File: src/include/iopc_pkg.sv
package iopc_pkg;

  // ********************************
  // Register map
  // ********************************
  localparam logic [7:0] IOPC_ADDR_PIN_CTRL = 8'h03;
  localparam logic [7:0] IOPC_ADDR_IRQ_STATUS = 8'h10;
  localparam logic [7:0] IOPC_ADDR_IRQ_MASK = 8'h11;
  localparam logic [15:0] IOPC_PIN_CTRL_RESET = 16'h0000;
  localparam logic [15:0] IOPC_PIN_CTRL_WMASK = 16'h07EE;
  localparam logic [1:0] IOPC_IRQ_RESET = 2'h0;

  // ********************************
  // Field positions
  // ********************************
  localparam int IOPC_BIT_FLUSH_EN = 10;
  localparam int IOPC_BIT_ROUTE_LO = 8;
  localparam int IOPC_BIT_LEVEL_LO = 5;
  localparam int IOPC_BIT_ENABLE_LO = 1;

  // Interrupt status bits
  localparam int IOPC_IRQ_SYNC = 0;
  localparam int IOPC_IRQ_FLUSH = 1;

  typedef enum logic [1:0] {
    IOPC_ROUTE_NONE = 2'b00,
    IOPC_ROUTE_CLK = 2'b01,
    IOPC_ROUTE_PIN0 = 2'b10,
    IOPC_ROUTE_DOUT = 2'b11
  } iopc_route_e;

  typedef struct packed {
    logic flush_en;
    iopc_route_e route;
    logic [2:0] level;
    logic [2:0] enable;
  } iopc_cfg_s;

  typedef struct packed {
    logic [2:0] out;
    logic [2:0] oe;
  } iopc_pins_s;

  function automatic iopc_cfg_s iopc_decode(input logic [15:0] word);
    iopc_cfg_s c;
    c.flush_en = word[IOPC_BIT_FLUSH_EN];
    c.route = iopc_route_e'(word[IOPC_BIT_ROUTE_LO +: 2]);
    c.level = word[IOPC_BIT_LEVEL_LO +: 3];
    c.enable = word[IOPC_BIT_ENABLE_LO +: 3];
    return c;
  endfunction

endpackage

File: src/rtl/iopc_top.sv
`timescale 1ns/10ps
module iopc_top
  import iopc_pkg::*;
(
  input wire logic ref_clk,
  input wire logic reset_n,
  input wire logic [7:0] reg_addr,
  input wire logic [15:0] reg_wdata,
  input wire logic reg_write,
  input wire logic reg_read,
  output logic [15:0] reg_rdata,
  input wire logic sync_n,
  input wire logic fifo_enabled,
  input wire logic data_ready,
  input wire logic fifo_irq,
  input wire logic clk_out_sel,
  input wire logic clk_out_level,
  input wire logic standby_indicator_en,
  input wire logic standby_level,
  output logic fifo_flush,
  output logic clk_pin_out,
  output logic clk_pin_oe,
  output logic dout_rdy_sel,
  output logic dout_rdy_level,
  output logic [2:0] gen_pin_out,
  output logic [2:0] gen_pin_oe,
  output logic irq
);

  // ********************************
  // Register state
  // ********************************
  logic [15:0] pin_function_control_r;
  logic [15:0] pin_function_control_nxt;
  logic [1:0] irq_status_r;
  logic [1:0] irq_status_nxt;
  logic [1:0] irq_mask_r;
  logic [1:0] irq_mask_nxt;
  logic [15:0] rdata_r;
  logic [15:0] rdata_nxt;
  logic fifo_flush_r;
  logic fifo_flush_nxt;
  logic [2:0] pin_out_r;
  logic [2:0] pin_oe_r;
  logic clk_out_r;
  logic clk_oe_r;
  logic dout_sel_r;
  logic dout_lvl_r;

  iopc_cfg_s cfg;
  iopc_pins_s pins;
  logic sync_fall;
  logic irq_event;
  logic clk_irq_sel;
  logic dout_sel;

  // ********************************
  // Address decode
  // ********************************
  logic hit_ctrl;
  logic hit_stat;
  logic hit_mask;
  logic wr_ctrl;
  logic wr_stat;
  logic wr_mask;
  assign hit_ctrl = (reg_addr == IOPC_ADDR_PIN_CTRL);
  assign hit_stat = (reg_addr == IOPC_ADDR_IRQ_STATUS);
  assign hit_mask = (reg_addr == IOPC_ADDR_IRQ_MASK);
  assign wr_ctrl = reg_write & hit_ctrl;
  assign wr_stat = reg_write & hit_stat;
  assign wr_mask = reg_write & hit_mask;

  // Reserved bits are never stored, so they always read as zero
  assign pin_function_control_nxt = wr_ctrl ? (reg_wdata & IOPC_PIN_CTRL_WMASK) : pin_function_control_r;
  assign irq_mask_nxt = wr_mask ? reg_wdata[1:0] : irq_mask_r;

  // ********************************
  // Function decode
  // ********************************
  assign cfg = iopc_decode(pin_function_control_r);

  // Data-ready when the FIFO is off, the FIFO condition otherwise
  assign irq_event = fifo_enabled ? fifo_irq : data_ready;

  iopc_sync_edge u_sync
  (
    .ref_clk(ref_clk),
    .reset_n(reset_n),
    .pin_n(sync_n),
    .fall_pulse(sync_fall)
  );

  iopc_pin_mux u_mux
  (
    .cfg(cfg),
    .irq_event(irq_event),
    .standby_indicator_en(standby_indicator_en),
    .standby_level(standby_level),
    .pins(pins),
    .clk_irq_sel(clk_irq_sel),
    .dout_rdy_sel(dout_sel)
  );

  assign fifo_flush_nxt = sync_fall & cfg.flush_en;

  // ********************************
  // Interrupt status
  // ********************************
  // New events win over a same-cycle write-one-to-clear
  logic [1:0] irq_set;
  logic [1:0] irq_clr;
  assign irq_set = {fifo_flush_nxt, sync_fall};
  assign irq_clr = wr_stat ? reg_wdata[1:0] : 2'h0;
  assign irq_status_nxt = (irq_status_r & ~irq_clr) | irq_set;

  // ********************************
  // Read path
  // ********************************
  logic [15:0] read_word;
  assign read_word = hit_ctrl ? pin_function_control_r :
                     hit_stat ? {14'h0000, irq_status_r} :
                     hit_mask ? {14'h0000, irq_mask_r} : 16'h0000;
  assign rdata_nxt = reg_read ? read_word : 16'h0000;

  always_ff @(posedge ref_clk)
  begin
    if (!reset_n)
    begin
      pin_function_control_r <= IOPC_PIN_CTRL_RESET;
      irq_status_r <= IOPC_IRQ_RESET;
      irq_mask_r <= IOPC_IRQ_RESET;
      rdata_r <= 16'h0000;
      fifo_flush_r <= 1'b0;
    end
    else
    begin
      pin_function_control_r <= pin_function_control_nxt;
      irq_status_r <= irq_status_nxt;
      irq_mask_r <= irq_mask_nxt;
      rdata_r <= rdata_nxt;
      fifo_flush_r <= fifo_flush_nxt;
    end
  end

  // ********************************
  // Pin drivers
  // ********************************
  // Registered to keep pins glitch free; costs one cycle of latency
  always_ff @(posedge ref_clk)
  begin
    if (!reset_n)
    begin
      pin_out_r <= 3'h0;
      pin_oe_r <= 3'h0;
      clk_out_r <= 1'b0;
      clk_oe_r <= 1'b0;
      dout_sel_r <= 1'b0;
      dout_lvl_r <= 1'b0;
    end
    else
    begin
      pin_out_r <= pins.out & pins.oe;
      pin_oe_r <= pins.oe;
      clk_out_r <= clk_irq_sel ? irq_event : clk_out_level;
      clk_oe_r <= clk_irq_sel | clk_out_sel;
      dout_sel_r <= dout_sel;
      dout_lvl_r <= dout_sel & data_ready;
    end
  end

  assign reg_rdata = rdata_r;
  assign fifo_flush = fifo_flush_r;
  assign gen_pin_out = pin_out_r;
  assign gen_pin_oe = pin_oe_r;
  assign clk_pin_out = clk_out_r;
  assign clk_pin_oe = clk_oe_r;
  assign dout_rdy_sel = dout_sel_r;
  assign dout_rdy_level = dout_lvl_r;
  assign irq = |(irq_status_r & irq_mask_r);

endmodule // iopc_top

File: src/rtl/iopc_sync_edge.sv
`timescale 1ns/10ps
module iopc_sync_edge
  import iopc_pkg::*;
(
  input wire logic ref_clk,
  input wire logic reset_n,
  input wire logic pin_n,
  output logic fall_pulse
);

  logic meta_r;
  logic stable_r;
  logic prev_r;

  // ********************************
  // Two-stage synchroniser, then edge
  // ********************************
  always_ff @(posedge ref_clk)
  begin
    if (!reset_n)
    begin
      meta_r <= 1'b1;
      stable_r <= 1'b1;
      prev_r <= 1'b1;
    end
    else
    begin
      meta_r <= pin_n;
      stable_r <= meta_r;
      prev_r <= stable_r;
    end
  end

  assign fall_pulse = prev_r & ~stable_r;

endmodule // iopc_sync_edge

File: src/rtl/iopc_pin_mux.sv
`timescale 1ns/10ps
module iopc_pin_mux
  import iopc_pkg::*;
(
  input iopc_cfg_s cfg,
  input wire logic irq_event,
  input wire logic standby_indicator_en,
  input wire logic standby_level,
  output iopc_pins_s pins,
  output logic clk_irq_sel,
  output logic dout_rdy_sel
);

  // ********************************
  // Per-pin priority selection
  // ********************************
  logic route_pin0;
  assign route_pin0 = (cfg.route == IOPC_ROUTE_PIN0);
  assign clk_irq_sel = (cfg.route == IOPC_ROUTE_CLK);
  assign dout_rdy_sel = (cfg.route == IOPC_ROUTE_DOUT);

  // Pin 2: standby indicator beats the general output
  assign pins.oe[2] = standby_indicator_en | cfg.enable[2];
  assign pins.out[2] = standby_indicator_en ? standby_level : cfg.level[2];
  assign pins.oe[1] = cfg.enable[1];
  assign pins.out[1] = cfg.level[1];
  // Pin 0: interrupt routing beats the general output
  assign pins.oe[0] = route_pin0 | cfg.enable[0];
  assign pins.out[0] = route_pin0 ? irq_event : cfg.level[0];

endmodule // iopc_pin_mux

File: config.mk
export PLATFORM = sky130hd
export DESIGN_NAME = iopc_top
export DESIGN_NICKNAME = d
export VERILOG_FILES = /design/src/include/iopc_pkg.sv /design/src/rtl/iopc_top.sv /design/src/rtl/iopc_sync_edge.sv /design/src/rtl/iopc_pin_mux.sv
export SDC_FILE = /design/constraint.sdc
export NUM_CORES = 1
export LEC_CHECK = 0
export ABC_AREA = 1
export BUFFER_PORTS_ARGS = -buffer_cell sky130_fd_sc_hd__buf_2
export CAP_MARGIN = 20
export CORE_MARGIN = 5
export CORE_UTILIZATION = 45
export CTS_BUF_LIST = sky130_fd_sc_hd__clkbuf_8 sky130_fd_sc_hd__clkbuf_16
export CTS_CLUSTER_DIAMETER = 40
export DETAILED_ROUTE_END_ITERATION = 10
export GPL_ROUTABILITY_DRIVEN = 0
export MAX_ROUTING_LAYER = met4
export PLACE_DENSITY = 0.72
export SETUP_SLACK_MARGIN = 0.5
export SYNTH_ARGS = -nofsm -noshare
export SYNTH_HDL_FRONTEND = slang
export SYNTH_HIERARCHICAL = 1
export SYNTH_SLANG_ARGS = --single-unit
File: constraint.sdc
create_clock -name ref_clk -period 2.1 [get_ports ref_clk]
set_input_delay 0 -clock ref_clk [delete_from_list [all_inputs] [get_ports ref_clk]]
set_output_delay 0 -clock ref_clk [all_outputs]
set_load 0.03 [all_outputs]
# Yosys cells after proc, flatten, opt, wreduce, memory -nomap -nowiden
# Index checks and enable logic that the tools add are counted.
[word_totals] ff_bits=43 latch_bits=0 ram_bits=0 rom_bits=0 input_bits=36 output_inout_bits=28 wordCells=50 mem_count=0
[op_classes] add_sub_neg=0 multipliers=0 n_div=0 magnitude_cmp=0 eq_ne=6 shifts=0 n_mux=8 n_bitwise=16 n_reduce_logical=4
[op_table] operator="8-bit by 5-bit equality test with 1-bit output, second input constant" count=2
[op_table] operator="11-bit two-way mux" count=1
[op_table] operator="8-bit by 2-bit equality test with 1-bit output, second input constant" count=1
[op_table] operator="1-bit bitwise AND" count=6
[op_table] operator="2-bit two-way mux" count=3
[op_table] operator="2-bit bitwise AND" count=2
[op_table] operator="2-bit equality test, second input constant" count=2
[op_table] operator="1-bit two-way mux" count=4
[op_table] operator="2-bit OR reduction" count=2
[op_table] operator="3-bit bitwise AND" count=1
[op_table] operator="1-bit OR" count=3
[op_table] operator="3-bit OR reduction" count=1
[op_table] operator="2-bit by 1-bit equality test with 1-bit output, second input constant" count=1
[op_table] operator="1-bit inverter" count=2
[op_table] operator="2-bit inverter" count=1
[op_table] operator="2-bit OR" count=1
[op_table] operator="2-bit AND reduction" count=1

# Logic depth before layout (Yosys ltp)
# Gate-level depths: netlist (run 1).
[depth] depth_word=6 mapped_depth=8 depth_no_buf=8

# Hierarchy
# Netlist (run 1), hierarchy kept.
[by_module_without_submodules] mod="iopc_top" n_inst=1 cells_per_inst=180 area_per_inst_um2=1321.3 seq_area_each_um2=680.7
[by_module_without_submodules] mod="iopc_sync_edge" n_inst=1 cells_per_inst=11 area_per_inst_um2=90.1 seq_area_each_um2=60.1
[by_module_without_submodules] mod="iopc_pin_mux" n_inst=1 cells_per_inst=16 area_per_inst_um2=72.6 seq_area_each_um2=0.0

# Least setup slack after synthesis (run 1)
# No wires, ideal clock.
[synth_path] path_kind="input port to flip-flop" start="input port reg_addr[3]" end="register pin_function_control_r[9]" setup_ns=0.113 t_arrival_ns=0.800 t_required_ns=1.987 slack_ns=1.187 cell_stages=7 path_buffers=1 cell_sequence="nor2_2 > nand2_2 > nor3_4 > buf_6 > nand2_1 > nand2_1 > nor2_1"
[synth_via] elab_chain_len=2
[synth_lines] item="from (decl)" line_no="iopc_top.sv:7" source="input wire logic [7:0] reg_addr,"
[synth_lines] item="8-bit by 2-bit equality test with 1-bit output" line_no="iopc_top.sv:66" source="assign hit_ctrl = (reg_addr == IOPC_ADDR_PIN_CTRL);"
[synth_lines] item="1-bit bitwise AND" line_no="iopc_top.sv:69" source="assign wr_ctrl = reg_write & hit_ctrl;"
[synth_lines] item="to (signal assigned)" line_no="iopc_top.sv:137" source="pin_function_control_r <= pin_function_control_nxt;"
[synth_lines] item="to (decl)" line_no="iopc_top.sv:33" source="logic [15:0] pin_function_control_r;"
# No other way between the ends.
# A chain may end at the register's enable or synchronous reset.

# Worst setup path in the final report (run 1)
[layout_path] start="register irq_status_r[0]" end="output port irq"
[layout_via] elab_chain_len=2
[layout_lines] item="from (decl)" line_no="iopc_top.sv:35" source="logic [1:0] irq_status_r;"
[layout_lines] item="from (signal assigned)" line_no="iopc_top.sv:138" source="irq_status_r <= irq_status_nxt;"
[layout_lines] item="2-bit bitwise AND" line_no="iopc_top.sv:179" source="assign irq = |(irq_status_r & irq_mask_r);"
[layout_lines] item="2-bit OR reduction" line_no="iopc_top.sv:179"
[layout_lines] item="to (decl)" line_no="iopc_top.sv:27" source="output logic irq"
# No other way between the ends.

==> results of run 1 <==
-- Yosys cell counts, drive strengths merged --
cell    instances  area (um2)
nand2          47         179
nor2           44         170
inv            43         161
dfxtp          37         741
buf             9        71.3
nand3           7        35.0
a21oi           4        20.0
o21ai           4        20.0
nand4           3        18.8
clkbuf          2        7.51
nor3            2        26.3
a21boi          1        7.51
a22o            1        8.76
and2            1        7.51
conb            1        3.75
or2             1        6.26
-- registers in the layout (all words and copies together) (netlist names) --
name                    flops
u_sync/meta_r               1
gen_pin_oe                  3
reg_rdata                  10
dout_rdy_sel                1
gen_pin_out                 3
irq_mask_r                  2
dout_rdy_level              1
clk_pin_out                 1
pin_function_control_r      9
u_sync/stable_r             1
irq_status_r                2
clk_pin_oe                  1
fifo_flush                  1
u_sync/prev_r               1
-- how the worst min path moves through the flow --
stage	to	slack [ns]	depth (start not counted)
after floorplan	u_sync/meta_r	0.07	1
after global placement	u_sync/meta_r	0.17	3
after detailed placement	u_sync/meta_r	0.17	3
after CTS	irq_mask_r[0]	0.001	3
after global routing	irq_mask_r[0]	0.005	3
final	irq_mask_r[0]	0.007	3
-- cell families (layout without fill, tap and decap cells) --
| kind of cell | Yosys count | after routing |
|---|---|---|
| buf+inv | 54 | 109 |
| flops | 37 | 37 |
| simple gates | 105 | 105 |
| compound gates | 10 | 10 |
| other cells | 1 | 6 |
-- final cells by class --
type / count / share of cell area, %
Sequential cell: 37 / 39.2
Tap cell: 44 / 2.91
Multi-Input combinational cell: 121 / 27.6
Inverter: 43 / 8.54
Timing Repair Buffer: 58 / 17.2
Clock buffer: 5 / 3.64
Clock inverter: 3 / 0.927
-- cell usage in the layout, fill, tap and decap left out, drive strengths merged --
cell type    count
a21boi           1
a21oi            4
a22o             1
and2             1
buf             51
clkbuf           5
clkinv           2
clkinvlp         1
conb             6
dfxtp           37
dlygate4sd3      7
inv             43
nand2           47
nand3            7
nand4            3
nor2            44
nor3             2
o21ai            4
or2              1
-- worst max-delay path: cells and delay by family (launching register included) --
family / cells / cell delay (ns)
AOI/OAI and AO/OA: 1 / 0.22
buffers and inverters: 1 / 0.17
DFF: 1 / 0.32
-- power groups by stage --
stage / sequential, mW / combinational [mW] / clock, mW
floorplan: 0.735 / 0.0577 / 0
global placement: 0.727 / 0.0953 / 0
detailed placement: 0.727 / 0.0969 / 0
CTS: 0.711 / 0.107 / 0.485
global route: 0.711 / 0.119 / 0.517
finish: 0.711 / 0.107 / 0.469
-- metrics by stage --
stage                     setup slack (ns)  total power, mW  std cells  area (um2)
final                                 1.10             1.29        311        1890
after global placement               0.860            0.822        296        1730
after global routing                 0.956             1.35        311        1890
after floorplan                       1.19            0.792        212        1500
after CTS                             1.07             1.30        311        1890
after detailed placement             0.820            0.824        296        1730
-- routing by layer --
metal | vias to the layer above | part of all wire, % | routed length (um) | global-route usage [%]
met5 | - | 0 | 0 | -
met1 | 542 | 45 | 1250 | 14.7
met4 | 0 | 2.4 | 66 | 7.34
met3 | 7 | 7.3 | 201 | 5.16
li1 | 708 | - | - | -
met2 | 36 | 45 | 1240 | 21.1
-- what timing repair did --
action | in CTS | in global routing
resized for setup | 0 | 0
hold endpoints to repair | 7 | 0
setup buffers | 0 | 0
hold buffers | 7 | 0
==> flow_metrics.env, run 1 <==
export IMPL_nFillCells=316
export IMPL_worst_pin_slew_ns=0.634
export IMPL_ff2ff_setup_slack_ns=1.10
export IMPL_hp_class="primary input to register"
export IMPL_first_pass_iters=4
export IMPL_grt_overflow=0
export IMPL_ys_ff_latch=37
export IMPL_die_h_um=67.4
export IMPL_synth_compound_area_share_pct=3.79
export IMPL_cp_required_ns=2.10
export IMPL_r2r_start="pin_function_control_r[8]"
export IMPL_cts_sinks=37
export IMPL_clkPwrFrac_pct=36.5
export IMPL_numCtsBuffers=5
export IMPL_port_buffers=51
export IMPL_crit_path_max_fanout=3
export IMPL_hold_ws_ns=0.00693
export IMPL_finalSetupViolCount=0
export IMPL_cts_tree="built"
export IMPL_detail_route_antenna_nets=0
export IMPL_period_share_pct=47.8
export IMPL_power_frac_seq_pct=55.3
export IMPL_pwr_share_comb_pct=8.3
export IMPL_vias=1293
export IMPL_drive_above_1_share_pct=24.3
export IMPL_crit_start="irq_status_r[0]"
export IMPL_start_util_pct=47.8
export IMPL_worstPathCellList="a22o_1, buf_2"
export IMPL_slew_viol_final=0
export IMPL_synth_cells=207
export IMPL_netlist_area_um2=1480
export IMPL_dp_hpwl_um=2060
export IMPL_synth_cell_types=21
export IMPL_io_pins=64
export IMPL_min_from="reg_wdata[0]"
export IMPL_clock_skew_ns=0.00353
export IMPL_finalHoldViolCount=0
export IMPL_synthMuxAreaShare_pct=0
export IMPL_grt_first_pass_wirelength_um=4420
export IMPL_fmax_ghz=0.996
export IMPL_max_cap_violations=0
export IMPL_core_um2=3100
export IMPL_synth_simple_area_share_pct=29.8
export IMPL_synth_xor_area_share_pct=0
export IMPL_syn_avg_cell_area_um2=7.17
export IMPL_syn2layout_area_growth_pct=27.4
export IMPL_antenna_found_initial=0
export IMPL_cp_start_kind="register"
export IMPL_multi_input_area_um2=522
export IMPL_cts_root_buffer="clkbuf_8"
export IMPL_cts_buffer_depth=2
export IMPL_r2r_cells=5
export IMPL_via_per_inst=4.16
export IMPL_status="finished clean"
export IMPL_first_global_vias=1101
export IMPL_end_kind="output port"
export IMPL_routed_wirelength_um=2760
export IMPL_cp_slowest_cell="dfxtp_1"
export IMPL_powerDensity_nw_per_um2=681
export IMPL_p_sw_mw=0.307
export IMPL_drtIter0Drc=47
export IMPL_yosysSeqAreaShare_pct=49.9
export IMPL_path_class="register to output port"
export IMPL_slowest_delay_ns=0.32
export IMPL_fin_setup_tns_ns=0
export IMPL_layout_min_cycle_time_ns=1.00
export IMPL_rows=20
export IMPL_post_drt_wl_per_cell_um=8.88
export IMPL_irDropWorstVdd_mv=0.402
export IMPL_insertion_delay_ns=0.28
export IMPL_critPathCapture="irq"
export IMPL_p_int_mw=0.980
export IMPL_worstPathArrival_ns=1.00
export IMPL_nets=302
export IMPL_diodes=0
export IMPL_switching_share_pct=23.8
export IMPL_synth_warnings=6
export IMPL_synthAdderAreaFrac_pct=0
export IMPL_total_leakage_power_nw=0.985
export IMPL_ff_latch_area_um2=741
export IMPL_slew_headroom_pct=57.6
export IMPL_grt_usage_pct=13.5
export IMPL_synth_top_family_by_area="simple AND/OR/NAND/NOR gates"
export IMPL_grt_max_degree=20
export IMPL_worstReg2RegEnd="clk_pin_out"
export IMPL_drcViolationCount=0
export IMPL_clk_pin_slew_ns=0.07
export IMPL_h_tree_depth=2
export IMPL_die_area_um2=4550
export IMPL_chipWidth_um=67.4
export IMPL_rsz0062_at_grt="false"
export IMPL_final_core_util_pct=60.9
(Power assumes the default switching activity.)
==> inputs of run 2 (changes only) <==
Settings changed: CORE_UTILIZATION 45 to 42, PLACE_DENSITY 0.72 to 0.71.
Clock period 2.1 ns to 0.85 ns, I/O delays scaled along.
==> run 2 against run 1 <==
Effect of this change:
- clock power grew to 2.8 times the previous value
- die area rose by 6.1%
- worst setup slack worse by 1.2 ns
- global-route usage grew 4.1 points
- clock skew up 0.0031 ns
- cell count grew 7.7%
- critical endpoint unchanged
- the run now ends with negative hold slack, negative setup slack left
- sequential power is 140% higher
- highest routed layer unchanged
==> flow_metrics.env, run 2 (same netlist as run 1, synthesis figures left out) <==
export IMPL_cp_start_kind="register"
export IMPL_slew_viol_final=0
export IMPL_clock_skew_ns=0.00668
export IMPL_hold_ws_ns=-0.128
export IMPL_via_per_inst=4.78
export IMPL_violations="negative hold slack, negative setup slack"
export IMPL_grt_max_degree=13
export IMPL_worstPathCellList="a22o_4, buf_6"
export IMPL_layout_min_cycle_time_ns=0.999
export IMPL_grt_first_pass_wirelength_um=6640
export IMPL_syn2layout_area_growth_pct=84.4
export IMPL_path_class="register to output port"
export IMPL_slowest_delay_ns=0.33
export IMPL_crit_path_max_fanout=2
export IMPL_total_leakage_power_nw=1.27
export IMPL_placed_area_um2=1950
export IMPL_nFillCells=166
export IMPL_cts_root_buffer="clkbuf_8"
export IMPL_first_pass_iters=4
export IMPL_diodes=0
export IMPL_drtIter0Drc=76
export IMPL_vias=1601
export IMPL_status="finished with violations"
export IMPL_post_drt_wl_per_cell_um=14.8
export IMPL_final_core_util_pct=80.7
export IMPL_fmax_ghz=1.00
export IMPL_period_share_pct=118
export IMPL_routed_wirelength_um=4970
export IMPL_drcViolationCount=0
export IMPL_grt_overflow=0
export IMPL_setup_ws_ns=-0.149
export IMPL_dp_cells=309
export IMPL_crit_buf_inv=1
export IMPL_cp_slowest_cell="dfxtp_2"
export IMPL_fin_area_um2=2740
export IMPL_h_tree_depth=2
export IMPL_grt_usage_pct=17.6
export IMPL_antenna_found_initial=0
export IMPL_drive_above_1_share_pct=65.7
export IMPL_core_um2=3390
export IMPL_io_pins=64
export IMPL_mostFrequentLayoutCells="buf_6 (36), inv_1 (32), nand2_1 (28)"
export IMPL_first_global_vias=1526
export IMPL_dp_hpwl_um=2290
export IMPL_irDropWorstVdd_mv=0.897
export IMPL_cp_required_ns=0.85
export IMPL_fin_setup_tns_ns=-0.441
export IMPL_clk_pin_slew_ns=0.07
export IMPL_nets=324
export IMPL_finalPower_mw=3.33
export IMPL_critical_path_top_delay_family="flip-flops"
export IMPL_end_kind="output port"
export IMPL_start_util_pct=43.8
export IMPL_pre_cts_slack_ns=-0.125
export IMPL_insertion_delay_ns=0.29
export IMPL_chipWidth_um=69.4
export IMPL_port_buffers=51
export IMPL_largest_register_ffs=10
export IMPL_detail_route_antenna_nets=0
export IMPL_stdcell_count=335
export IMPL_finalHoldViolCount=5
export IMPL_numCtsBuffers=5
export IMPL_cts_sinks=37
export IMPL_final_common_cell="buf_6"
export IMPL_finalSetupViolCount=7
export IMPL_cts_tree="built"
export IMPL_rsz0062_at_grt="true"
export IMPL_hp_class="primary input to register"
export IMPL_powerDensity_nw_per_um2=1220
export IMPL_max_cap_violations=0
export IMPL_die_h_um=69.4
export IMPL_rows=21
export IMPL_die_area_um2=4820
export IMPL_cts_buffer_depth=2
export IMPL_worstPathArrival_ns=1.00
-- run 2: cell count changes in the layout (fill, tap and decap cells not counted), sizes merged --
cell         delta
buf            +29
dlygate4sd3     -7
clkinv          -2
clkbuf          +1
inv             +1
-- run 2: final timing paths --
| check | startpoint | endpoint | slack [ns] | cells past startpoint |
|---|---|---|---|---|
| worst min register to register | u_sync/meta_r | u_sync/stable_r | 0.40 | 2 |
| worst max-delay path | irq_mask_r[0] | irq | -0.15 | 2 |
| worst max register to register | irq_mask_r[1] | reg_rdata[1] | -0.08 | 6 |
| worst min-delay path | sync_n | u_sync/meta_r | -0.13 | 3 |
-- run 2: repair_timing --
item                                    4_1_cts  5_1_grt
hold endpoints to repair                      6        5
resized for setup                           105       53
gates cloned                                  3        0
endpoints found under the setup margin       58       58
setup buffers                                10        5
pin swaps                                    26       27
-- run 2: where the power goes --
part,switching [mW],total [mW],internal [mW]
Sequential,0.0110,1.69,1.68
Clock,0.649,1.30,0.647
Combinational,0.206,0.349,0.143
-- run 2: cell type report --
class / instances / area, um2 / share of cell area, %
Clock inverter: 2 / 11.3 / 0.412
Sequential cell: 37 / 845 / 30.9
Clock buffer: 6 / 82.6 / 3.02
Timing Repair Buffer: 80 / 783 / 28.6
Multi-Input combinational cell: 121 / 796 / 29.1
Tap cell: 46 / 57.6 / 2.10
Inverter: 43 / 161 / 5.90
-- run 2: worst register-to-register path, cell delays in order (launching register included) --
cell     delay, ns
dfxtp_2       0.34
buf_4         0.14
buf_6         0.11
nand3_2       0.07
nand2_1       0.05
nand2_1       0.06
o21ai_1       0.06
-- run 2: metal layers --
| metal | vias up | track usage (%) | part of all wire (%) |
|---|---|---|---|
| met4 | 0 | 8.89 | 4.0 |
| met1 | 761 | 18.1 | 37 |
| li1 | 756 | - | - |
| met2 | 64 | 30.6 | 53 |
| met5 | - | - | 0 |
| met3 | 20 | 4.64 | 5.8 |
